[config.mk]
export PLATFORM = sky130hd
export DESIGN_NAME = mmsa_arbiter
export DESIGN_NICKNAME = d
export VERILOG_FILES = /design/src/mmsa_arbiter.v
export VERILOG_INCLUDE_DIRS = /design/src /design/src/src
export SDC_FILE = /design/constraint.sdc
export NUM_CORES = 1
export LEC_CHECK = 0
export ABC_AREA = 1
export BUFFER_PORTS_ARGS = -buffer_cell sky130_fd_sc_hd__buf_2
export CORE_UTILIZATION = 59
export CTS_CLUSTER_SIZE = 16
export DETAILED_ROUTE_END_ITERATION = 8
export PLACE_DENSITY = 0.82
export SYNTH_ARGS = -nofsm -noshare
export SYNTH_HDL_FRONTEND = slang
export SYNTH_SLANG_ARGS = --single-unit
[constraint.sdc]
create_clock -name clk_sys_in -period 4.1 [get_ports clk_sys_in]
set_input_delay 0.41 -clock clk_sys_in [delete_from_list [all_inputs] [get_ports clk_sys_in]]
set_output_delay 0.41 -clock clk_sys_in [all_outputs]
set_load 0.03 [all_outputs]
[src/mmsa_defines.vh]
`ifndef MMSA_DEFINES_VH
`define MMSA_DEFINES_VH
// ==========================================
// geometry
`define MMSA_NM 4
`define MMSA_NS 2
`define MMSA_MW 2
// ==========================================
// register group byte addresses (register n of a group at base + n * 4)
`define MMSA_ADDR_W 8
`define MMSA_MCFG_BASE 8'h00
`define MMSA_SCFG_BASE 8'h10
`define MMSA_PRI_BASE 8'h20
`define MMSA_STAT_BASE 8'h30
// ==========================================
// slave configuration register fields
`define MMSA_SLOT_LSB 0
`define MMSA_SLOT_W 8
`define MMSA_DEFM_TYPE_LSB 16
`define MMSA_DEFM_ID_LSB 18
`define MMSA_ARB_TYPE_BIT 24
`define MMSA_SCFG_RESET 32'h0000_0010
// ==========================================
// master configuration register fields
`define MMSA_UBRK_W 3
`define MMSA_UBRK_INF 3'h0
`define MMSA_UBRK_4 3'h2
`define MMSA_UBRK_8 3'h3
`define MMSA_UBRK_16 3'h4
`define MMSA_MCFG_RESET 3'h0
// ==========================================
// encodings
`define MMSA_ARB_RR 1'b0
`define MMSA_ARB_FIXED 1'b1
`define MMSA_DEFM_NONE 2'h0
`define MMSA_DEFM_LAST 2'h1
`define MMSA_DEFM_FIXED 2'h2
`define MMSA_HTRANS_IDLE 2'h0
`define MMSA_HTRANS_BUSY 2'h1
`define MMSA_HTRANS_NSEQ 2'h2
`define MMSA_HTRANS_SEQ 2'h3
`define MMSA_HBURST_SINGLE 3'h0
`define MMSA_HBURST_INCR 3'h1
`endif

[src/mmsa_arbiter.v]
`timescale 1ns/100ps
// Overview of operation
// - one independent arbiter per slave port
// - round-robin or fixed priority, round-robin at reset
// - slave config field picks arbitration scheme
// - per-slave default master combines with either scheme
// - re-arbitrate when slave idle or unaccessed
// - re-arbitrate during single access
// - re-arbitrate on last beat of fixed burst
// - re-arbitrate when slot counter expires
// - infinite setting never breaks INCR burst at a beat count
// - finite setting breaks INCR at 4/8/16 beats
// - break option set per master config
// - load slot counter at burst start, decrement
// - counter zero allows break after current beat
// - simultaneous requests in round-robin: first master after the last granted one wins, master 0 after reset
// - later grants rotate round-robin
module mmsa_arbiter (
    // clock and reset
    input wire clk_sys_in,
    input wire nrst_in,
    // register port
    input wire [7:0] reg_addr_in,
    input wire [31:0] reg_wdata_in,
    input wire reg_wr_in,
    input wire reg_rd_in,
    output reg [31:0] reg_rdata_out,
    // per-master request towards each slave, flat [s*NM+m]
    input wire [7:0] req_in,
    // per-slave transfer view of connected master
    input wire [3:0] htrans_in,
    input wire [5:0] hburst_in,
    input wire [1:0] hready_in,
    // per-slave grant, one-hot masters, flat [s*NM+m]
    output reg [7:0] grant_out,
    output reg [1:0] owned_out
);
`include "mmsa_defines.vh"
localparam NM = `MMSA_NM;
localparam NS = `MMSA_NS;

// ==========================================
// address decode
reg [NM-1:0] hit_mcfg;
reg [NS-1:0] hit_scfg;
reg [NS-1:0] hit_pri;
reg [NS-1:0] hit_stat;
integer j;

always @* begin
    hit_mcfg = 4'h0;
    hit_scfg = 2'h0;
    hit_pri = 2'h0;
    hit_stat = 2'h0;
    for (j = 0; j < NM; j = j + 1) begin
        hit_mcfg[j] = reg_addr_in == `MMSA_MCFG_BASE + {j[5:0], 2'b00};
    end

    for (j = 0; j < NS; j = j + 1) begin
        hit_scfg[j] = reg_addr_in == `MMSA_SCFG_BASE + {j[5:0], 2'b00};
        hit_pri[j] = reg_addr_in == `MMSA_PRI_BASE + {j[5:0], 2'b00};
        hit_stat[j] = reg_addr_in == `MMSA_STAT_BASE + {j[5:0], 2'b00};
    end
end

// ==========================================
// configuration registers
reg [2:0] ubrk_reg [0:NM-1];
reg [31:0] scfg_reg [0:NS-1];
reg [7:0] pri_reg [0:NS-1];
reg [NM*NS-1:0] grant_reg;
reg [NS-1:0] owned_reg;
reg [1:0] last_reg [0:NS-1];
reg [7:0] slot_reg [0:NS-1];
reg [4:0] beat_reg [0:NS-1];
integer i;

always @(posedge clk_sys_in or negedge nrst_in) begin
    if (!nrst_in) begin
        for (i = 0; i < NM; i = i + 1) begin
            ubrk_reg[i] <= `MMSA_MCFG_RESET;
        end
        for (i = 0; i < NS; i = i + 1) begin
            scfg_reg[i] <= `MMSA_SCFG_RESET;
            pri_reg[i] <= 8'h00;
        end
    end else if (reg_wr_in) begin
        for (i = 0; i < NM; i = i + 1) begin
            if (hit_mcfg[i]) begin
                ubrk_reg[i] <= reg_wdata_in[2:0];
            end
        end
        for (i = 0; i < NS; i = i + 1) begin
            if (hit_scfg[i]) begin
                scfg_reg[i] <= reg_wdata_in & 32'h010F_00FF;
            end
            if (hit_pri[i]) begin
                pri_reg[i] <= reg_wdata_in[7:0];
            end
        end
    end
end

// ==========================================
// slave configuration fields
reg [7:0] slot_lim_w [0:NS-1];
reg [1:0] defm_type_w [0:NS-1];
reg [1:0] defm_id_w [0:NS-1];
reg arb_fixed_w [0:NS-1];
reg [31:0] stat_w [0:NS-1];
integer f;
integer g;

always @* begin
    for (f = 0; f < NS; f = f + 1) begin
        slot_lim_w[f] = scfg_reg[f][`MMSA_SLOT_LSB +: `MMSA_SLOT_W];
        defm_type_w[f] = scfg_reg[f][`MMSA_DEFM_TYPE_LSB +: 2];
        defm_id_w[f] = scfg_reg[f][`MMSA_DEFM_ID_LSB +: 2];
        arb_fixed_w[f] = scfg_reg[f][`MMSA_ARB_TYPE_BIT] == `MMSA_ARB_FIXED;
    end
end

// ==========================================
// status words
always @* begin
    for (g = 0; g < NS; g = g + 1) begin
        stat_w[g] = {24'h00_0000, owned_reg[g], slot_reg[g] == 8'h00, 2'h0, grant_reg[g*NM +: NM]};
    end
end

// ==========================================
// read port
reg [31:0] rd_next;
integer r;
always @* begin
    rd_next = 32'h0000_0000;
    for (r = 0; r < NM; r = r + 1) begin
        if (hit_mcfg[r]) begin
            rd_next = {29'h0000_0000, ubrk_reg[r]};
        end
    end
    for (r = 0; r < NS; r = r + 1) begin
        if (hit_scfg[r]) begin
            rd_next = scfg_reg[r];
        end
        if (hit_pri[r]) begin
            rd_next = {24'h00_0000, pri_reg[r]};
        end
        if (hit_stat[r]) begin
            rd_next = stat_w[r];
        end
    end
end

always @(posedge clk_sys_in or negedge nrst_in) begin
    if (!nrst_in) begin
        reg_rdata_out <= 32'h0000_0000;
    end else if (reg_rd_in) begin
        reg_rdata_out <= rd_next;
    end else begin
        reg_rdata_out <= 32'h0000_0000;
    end
end

// ==========================================
// per-slave arbitration, one pass per slave
reg [NM*NS-1:0] grant_next;
reg [NS-1:0] owned_next;
reg [1:0] last_next [0:NS-1];
reg [7:0] slot_next [0:NS-1];
reg [4:0] beat_next [0:NS-1];
reg [1:0] cur;
reg [1:0] sel;
reg [1:0] tr;
reg [2:0] hb;
reg [2:0] ul;
reg [3:0] rq;
reg [4:0] lim;
reg [1:0] pv;
reg [1:0] bestp;
reg found;
reg may_arb;
reg active;
reg at_bound;
reg slot_out;
integer s;
integer k;
integer m;

always @* begin
    grant_next = grant_reg;
    owned_next = owned_reg;
    cur = 2'h0;
    sel = 2'h0;
    tr = 2'h0;
    hb = 3'h0;
    ul = 3'h0;
    rq = 4'h0;
    lim = 5'h00;
    pv = 2'h0;
    bestp = 2'h0;
    found = 1'b0;
    may_arb = 1'b0;
    active = 1'b0;
    at_bound = 1'b0;
    slot_out = 1'b0;
    for (s = 0; s < NS; s = s + 1) begin
        last_next[s] = last_reg[s];
        slot_next[s] = slot_reg[s];
        beat_next[s] = beat_reg[s];
        cur = 2'h0;
        for (k = 0; k < NM; k = k + 1) begin
            if (grant_reg[s*NM+k]) begin
                cur = k[1:0];
            end
        end
        tr = htrans_in[2*s +: 2];
        hb = hburst_in[3*s +: 3];
        ul = ubrk_reg[cur];
        rq = req_in[s*NM +: NM];
        active = owned_reg[s] && (tr != `MMSA_HTRANS_IDLE);

        // burst beat and slot tracking
        if (active && hready_in[s] && tr != `MMSA_HTRANS_BUSY) begin
            if (tr == `MMSA_HTRANS_NSEQ) begin
                slot_next[s] = slot_lim_w[s];
                beat_next[s] = 5'h01;
            end else begin
                beat_next[s] = beat_reg[s] + 5'h01;
                if (slot_reg[s] != 8'h00) begin
                    slot_next[s] = slot_reg[s] - 8'h01;
                end
            end
        end else if (active && slot_reg[s] != 8'h00) begin
            slot_next[s] = slot_reg[s] - 8'h01;
        end
        case (hb)
            3'h2, 3'h3: lim = 5'h04;
            3'h4, 3'h5: lim = 5'h08;
            3'h6, 3'h7: lim = 5'h10;
            default: lim = 5'h00;
        endcase
        if (hb == `MMSA_HBURST_INCR) begin
            case (ul)
                `MMSA_UBRK_4: lim = 5'h04;
                `MMSA_UBRK_8: lim = 5'h08;
                `MMSA_UBRK_16: lim = 5'h10;
                default: lim = 5'h00;
            endcase
        end

        // re-arbitration points
        at_bound = lim != 5'h00 && beat_next[s] == lim;
        slot_out = slot_lim_w[s] != 8'h00 && slot_next[s] == 8'h00;
        may_arb = !active;
        if (active && hready_in[s]) begin
            if (hb == `MMSA_HBURST_SINGLE) begin
                may_arb = 1'b1;
            end
            if (at_bound) begin
                may_arb = 1'b1;
                beat_next[s] = 5'h00;
            end
            if (slot_out) begin
                may_arb = 1'b1;
            end
        end

        if (may_arb && rq != 4'h0) begin
            found = 1'b0;
            sel = 2'h0;
            if (arb_fixed_w[s]) begin
                // highest priority wins
                bestp = 2'h0;
                for (k = 0; k < NM; k = k + 1) begin
                    pv = pri_reg[s][2*k +: 2];
                    if (rq[k] && (!found || pv > bestp)) begin
                        found = 1'b1;
                        bestp = pv;
                        sel = k[1:0];
                    end
                end
            end else begin
                // rotating search from last grant
                for (k = 1; k <= NM; k = k + 1) begin
                    m = (last_reg[s] + k) % NM;
                    if (rq[m] && !found) begin
                        found = 1'b1;
                        sel = m[1:0];
                    end
                end
            end
            grant_next[s*NM +: NM] = 4'h1 << sel;
            owned_next[s] = 1'b1;
            last_next[s] = sel;
            beat_next[s] = 5'h00;
        end else if (may_arb) begin
            case (defm_type_w[s])
                `MMSA_DEFM_LAST: begin
                    owned_next[s] = |grant_reg[s*NM +: NM];
                end
                `MMSA_DEFM_FIXED: begin
                    grant_next[s*NM +: NM] = 4'h1 << defm_id_w[s];
                    owned_next[s] = 1'b1;
                end
                default: begin
                    grant_next[s*NM +: NM] = 4'h0;
                    owned_next[s] = 1'b0;
                end
            endcase
        end
    end
end

// ==========================================
// arbitration state and outputs
integer q;

always @(posedge clk_sys_in or negedge nrst_in) begin
    if (!nrst_in) begin
        grant_reg <= 8'h00;
        owned_reg <= 2'h0;
        grant_out <= 8'h00;
        owned_out <= 2'h0;
        for (q = 0; q < NS; q = q + 1) begin
            last_reg[q] <= 2'h3; // first pick starts at master 0
            slot_reg[q] <= 8'h00;
            beat_reg[q] <= 5'h00;
        end
    end else begin
        grant_reg <= grant_next;
        owned_reg <= owned_next;
        grant_out <= grant_next;
        owned_out <= owned_next;
        for (q = 0; q < NS; q = q + 1) begin
            last_reg[q] <= last_next[q];
            slot_reg[q] <= slot_next[q];
            beat_reg[q] <= beat_next[q];
        end
    end
end

endmodule

# Yosys cells after proc, flatten, opt, wreduce, memory -nomap -nowiden
# Index checks and enable logic that the tools add are counted.
# totals
out_inout_bits	42
input_bits	64
regBits	126
word_cells	332
# op_classes
n_reduce_logical	83
bitwise	2
shift	4
eq_ne	41
n_mux	155
n_addsub	12
magnitude_cmp	16
# ops
op	n
$mux 25	7
$mux 2	38
$mux 8	8
$mux 1	60
$mux 5	12
$pmux 5 s3	4
$logic_not 8->1	5
$eq 8x6->1 const B	4
$reduce_bool 8->1	4
$eq 3x3->1 const B	10
$logic_and 1x1->1	26
$eq 3x2->1 const B	8
$lt 2x3->1 const B	8
$mux 3	8
$reduce_and 2->1	10
$bmux 1 s2	8
$eq 8x4->1 const B	2
$eq 8x5->1 const B	2
$mux 4	4
$pmux 4 s2	2
$shl 1x2->4 const A	4
$sub 8x1->8 const B	2
$logic_not 1->1	14
$bmux 3 s2	2
21 further kinds	61

# Longest topological paths before layout
# depth
ltp_word	37
depth_mapped	32
mapped_depth_nobuf	32

# Least setup slack after synthesis
# OpenSTA, ideal clock, no wires.
# synth_path
kind	input port to flip-flop
from	input req_in[4]
to	register grant_reg[7]
path_stages	32
path_slack_ps	608
t_required_ps	4034
arrival_time_ps	3426
path_buffers	0
setup_time_ps	66
path_cell_list	nand2_1 -> ha_1 -> inv_1 -> nor2_1 -> o21ai_0 -> a21oi_1 -> inv_1 -> nand2_1 -> o21ai_0 -> ha_1 -> inv_1 -> nor2_1 -> o21ai_0 -> a21oi_1 -> inv_1 -> nand2_1 -> o21ai_0 -> ha_1 -> inv_1 -> nor2_1 -> o21ai_0 -> o21ai_0 -> nand2_1 -> nand2_1 -> nor2_1 -> a31oi_1 -> inv_1 -> nor2_1 -> nand3_1 -> nand2_1 -> nand2_1 -> nand2_1
# synth_between
elab_chain_cells	23
word_cells_on_any_way	69
cone_classes	order compare: 3; eq/ne: 1; shift: 1; mux: 45; reduce/logical: 19
# synth_rtl
item	line_no	source
from (decl)	mmsa_arbiter.v:29	input wire [7:0] req_in,
$mux 2 / $mux 1 (equally long branches)	mmsa_arbiter.v:277	if (rq[k] && (!found || pv > bestp)) begin
$mux 2 / $mux 1 (equally long branches)	mmsa_arbiter.v:272	if (arb_fixed_w[s]) begin
$mux 2 / $mux 1 (equally long branches)	mmsa_arbiter.v:269	if (may_arb && rq != 4'h0) begin
$gt 2x2->1 / $logic_not 1->1 (equally long branches)	mmsa_arbiter.v:277	
$logic_or 1x1->1	mmsa_arbiter.v:277	
$logic_and 1x1->1	mmsa_arbiter.v:277	
$mux 2 / $mux 1 (equally long branches)	mmsa_arbiter.v:277	
$mux 2 / $mux 1 (equally long branches)	mmsa_arbiter.v:272	
(+7 left out)	-	
$gt 2x2->1 / $logic_not 1->1 (equally long branches)	mmsa_arbiter.v:277	
$logic_or 1x1->1	mmsa_arbiter.v:277	
$logic_and 1x1->1	mmsa_arbiter.v:277	
$mux 2	mmsa_arbiter.v:277	
$mux 2	mmsa_arbiter.v:272	
$mux 2	mmsa_arbiter.v:269	
$shl 1x2->4	mmsa_arbiter.v:293	grant_next[s*NM +: NM] = 4'h1 << sel;
$mux 4	mmsa_arbiter.v:269	
to (signal assigned)	mmsa_arbiter.v:331	grant_reg <= grant_next;
to (decl)	mmsa_arbiter.v:71	reg [NM*NS-1:0] grant_reg;
# Parallel ways exist; a longest one is shown, timed or not. The select of a mux whose other input is x is not followed.
# A chain may end at the register's enable or synchronous reset.

# Final worst setup path
# layout_path
from	register pri_reg[8] in the netlist's numbering
to	register grant_reg[2]
# layout_between
elab_chain_cells	23
word_cells_on_any_way	33
cone_classes	order compare: 3; shift: 1; mux: 21; reduce/logical: 8
# layout_rtl
item	line_no	source
from (decl)	mmsa_arbiter.v:70	reg [7:0] pri_reg [0:NS-1];
from (signal, indexed assignment)	mmsa_arbiter.v:98	pri_reg[i] <= reg_wdata_in[7:0];
$mux 2 *	mmsa_arbiter.v:277	
$mux 2 *	mmsa_arbiter.v:272	
$mux 2 *	mmsa_arbiter.v:269	
$gt 2x2->1	mmsa_arbiter.v:277	
$logic_or 1x1->1	mmsa_arbiter.v:277	
$logic_and 1x1->1	mmsa_arbiter.v:277	
$mux 2 / $mux 1 (equally long branches)	mmsa_arbiter.v:277	
$mux 2 / $mux 1 (equally long branches)	mmsa_arbiter.v:272	
(+7 left out)	-	
$gt 2x2->1 / $logic_not 1->1 (equally long branches)	mmsa_arbiter.v:277	
$logic_or 1x1->1	mmsa_arbiter.v:277	
$logic_and 1x1->1	mmsa_arbiter.v:277	
$mux 2 *	mmsa_arbiter.v:277	
$mux 2 *	mmsa_arbiter.v:272	
$mux 2 *	mmsa_arbiter.v:269	
$shl 1x2->4 *	mmsa_arbiter.v:293	
$mux 4 *	mmsa_arbiter.v:269	
# Mark *: on every way between the ends. The rest lies on a longest branch, timed or not. The select of a mux whose other input is x is not followed.

==> results.py <==
metrics = {
    "logic_synthesis": {
        "postSynth.asyncResetShare_pct": 100,
        "yosys.cell_count.top_type": "nand2_1",
        "synth_top_area_cell": "dfrtp_1",
        "syn-cell-area_um2": 7400,
        "synth_area_leaders": "dfrtp_1 (34%), nand2_1 (17%), inv_1 (8.5%), o21ai_0 (7.4%), nor2_1 (5.5%)",
        "synth_common_cells": "nand2_1 (343), inv_1 (167), o21ai_0 (109)",
        "syn_inst": 1125,
        "ys_types": 42,
        "yosys_warnings": 0,
        "ys_ff_latch": 107,
        "yosysTopAreaCellShare_pct": 34.2,
        "synth-seq-area-share_pct": 36.3,
        "synth_ff_type": "dfrtp_1",
        "synth_area_per_cell_um2": 6.57,
        "synth_edf_count": 0,
    },
    "setup_path": {
        "cp-end-kind": "flop",
        "critPathMostFrequentCell": "nand2_1",
        "slowest_stage": "dfrtp_1",
        "crit_path_start_kind": "flop",
        "slowest_delay_ns": 0.44,
        "regToRegSetupSlack_ns": 0.27,
        "path_delay_family": "compound AO/OA/AOI/OAI gates",
        "worst-path-buf-inv": 3,
        "crit_fanout": 5,
        "worstPathRequired_ns": 4.40,
        "arrival_ns": 4.13,
        "timing.setup.critical_path_class": "reg -> reg",
    },
    "clock_network": {
        "clockRootBuffer": "clkbuf_16",
        "clock_path_buffers": 2,
        "clock_sinks": 107,
        "ctsHoldBuffers": 0,
        "cts_buffers": 9,
        "clkTransAtPathRegs_ns": 0.08,
        "insertion_delay_ns": 0.36,
        "htreeDepth": 3,
        "tritoncts": "yes",
    },
    "run_status": {
        "run_status": "finished clean",
    },
    "grt": {
        "grt_use_total_pct": 30.2,
        "grt.overflow.total": 0,
        "antenna_found_initial": 0,
        "grt_start_max_net_pins": 60,
        "grt_first_pass_wirelength_um": 31000,
        "grt_pass1_vias": 6554,
    },
    "place": {
        "portBuffers": 67,
        "hpwl_um": 14300,
        "gp_congestion": 0.923,
        "place_area_um2": 7820,
    },
    "pwr": {
        "pwr-share-seq_pct": 35.2,
        "p_sw_mw": 1.83,
        "total_power_mw": 4.09,
        "peakVddDrop_mv": 0.391,
        "leakagePower_nw": 4.32,
        "p_int_mw": 2.26,
        "pwr-share-comb_pct": 43.3,
        "p_sw_share_pct": 44.8,
        "pwr-share-clk_pct": 21.4,
        "power_density_nw_per_um2": 499,
    },
    "timing": {
        "fin_crit_ns": 3.83,
        "whs_ns": 0.147,
        "timing.final.crit_share_pct": 93.5,
        "setup_viol": 0,
        "hold_viol": 0,
        "worstMarginPinSlew_ns": 0.840,
        "slew_headroom_pct": 42.6,
        "skew_ns": 0.00942,
        "max_freq_ghz": 0.261,
        "drv_slew": 0,
    },
    "floorplanning": {
        "initial_core_util_pct": 61.1,
        "dieArea_um2": 13000,
        "die_h_um": 114,
        "fp.dieW_um": 114,
        "io_pins": 106,
        "row_count": 40,
        "core_um2": 12100,
    },
    "layout": {
        "nets": 1281,
        "syn_to_final_growth_pct": 10.9,
        "layout-drive-gt1-share_pct": 11.7,
        "antenna_cells": 0,
        "final_area_um2": 8200,
        "final_util_pct": 67.7,
    },
    "hold_path": {
        "hold_class": "in -> async",
    },
    "routing": {
        "drc_errors": 0,
        "first_pass_iters": 5,
        "wirelength_um": 19200,
        "drt_iter0_drc": 682,
        "wl_per_cell_um": 14.0,
        "ant_nets": 0,
        "via_per_inst": 5.49,
        "dr_total_vias": 7521,
    },
    "run": {
        "maxCapViolCount": 0,
    },
}
cells in the final DEF, fill, tap and decap left out, types with 3 or more instances in the layout:
| master | count |
|---|---|
| nand4_1 | 12 |
| inv_1 | 164 |
| buf_2 | 66 |
| o21ai_1 | 14 |
| ha_1 | 21 |
| nor4_1 | 3 |
| nor2_2 | 6 |
| a21oi_2 | 4 |
| clkbuf_16 | 9 |
| conb_1 | 19 |
| nand3b_1 | 4 |
| dfrtp_1 | 101 |
| a22oi_1 | 4 |
| dfstp_2 | 6 |
| inv_2 | 9 |
| o21ai_0 | 103 |
| nand2_1 | 341 |
| a21oi_1 | 39 |
| nor3_1 | 22 |
| buf_4 | 10 |
| xor2_1 | 5 |
| inv_8 | 3 |
| o21ai_2 | 4 |
| nor2_1 | 106 |
| o211ai_1 | 8 |
| nand3_1 | 77 |
| nand2_2 | 11 |
repair_timing:
action / 4_1_cts / 5_1_grt
hold endpoints to repair: 0 / 0
setup buffers: 0 / 6
endpoints found under the setup margin: 0 / 11
resized for setup: 0 / 20
path summary, 6_finish.rpt:
check	cells after the start	endpoint	from
max in group asynchronous	2	pri_reg[1]	nrst_in
min reg2reg	2	scfg_reg[6]	scfg_reg[6]
max	28	grant_reg[2]	pri_reg[8]
max reg2reg	28	grant_reg[2]	pri_reg[8]
min in group clk_sys_in	3	defm_id_w[1]	reg_wdata_in[19]
min	2	grant_reg[0]	nrst_in
per-layer routing:
layer / up-vias / part of all wire, % / global-route usage [%]
met2: 327 / 47 / 48.4
met1: 3433 / 44 / 42.5
met3: 42 / 7.5 / 3.77
met5: - / 0 / 0
li1: 3719 / - / -
met4: 0 / 2.1 / 10.4
metrics by stage:
step	std cells	worst slack [ns]	TNS [ns]
floorplan	1143	0.608	0
CTS	1363	0.151	0
detailed placement	1347	0.0402	0
global placement	1347	0.102	0
global route	1369	-0.0506	-0.133
finish	1369	0.265	0
area by class of cell:
class,instances,area (um2)
repair buffers,76,405
clock inverters,7,75.1
well taps,168,210
fillers,1082,3910
multi-input cells,829,3950
clock buffers,9,225
inverters,173,649
flip-flops and latches,107,2690
cells by family after synthesis:
group | share of synthesized area, %
simple gates | 33.3
buf+inv | 11.7
compound gates | 14.4
flops | 36.3
fa+ha+maj | 3.55
xor+xnor | 0.711
other cells | 0.0507
power by group through the flow:
stage / Combinational (mW) / Sequential [mW] / Clock, mW
2_1_floorplan: 1.35 / 1.43 / 0
3_3_place_gp: 1.68 / 1.46 / 0
3_5_place_dp: 1.72 / 1.46 / 0
4_1_cts: 1.73 / 1.44 / 0.881
5_1_grt: 2.03 / 1.47 / 0.924
6_report: 1.77 / 1.44 / 0.877
No activity file was read; power rests on OpenSTA's default activity.
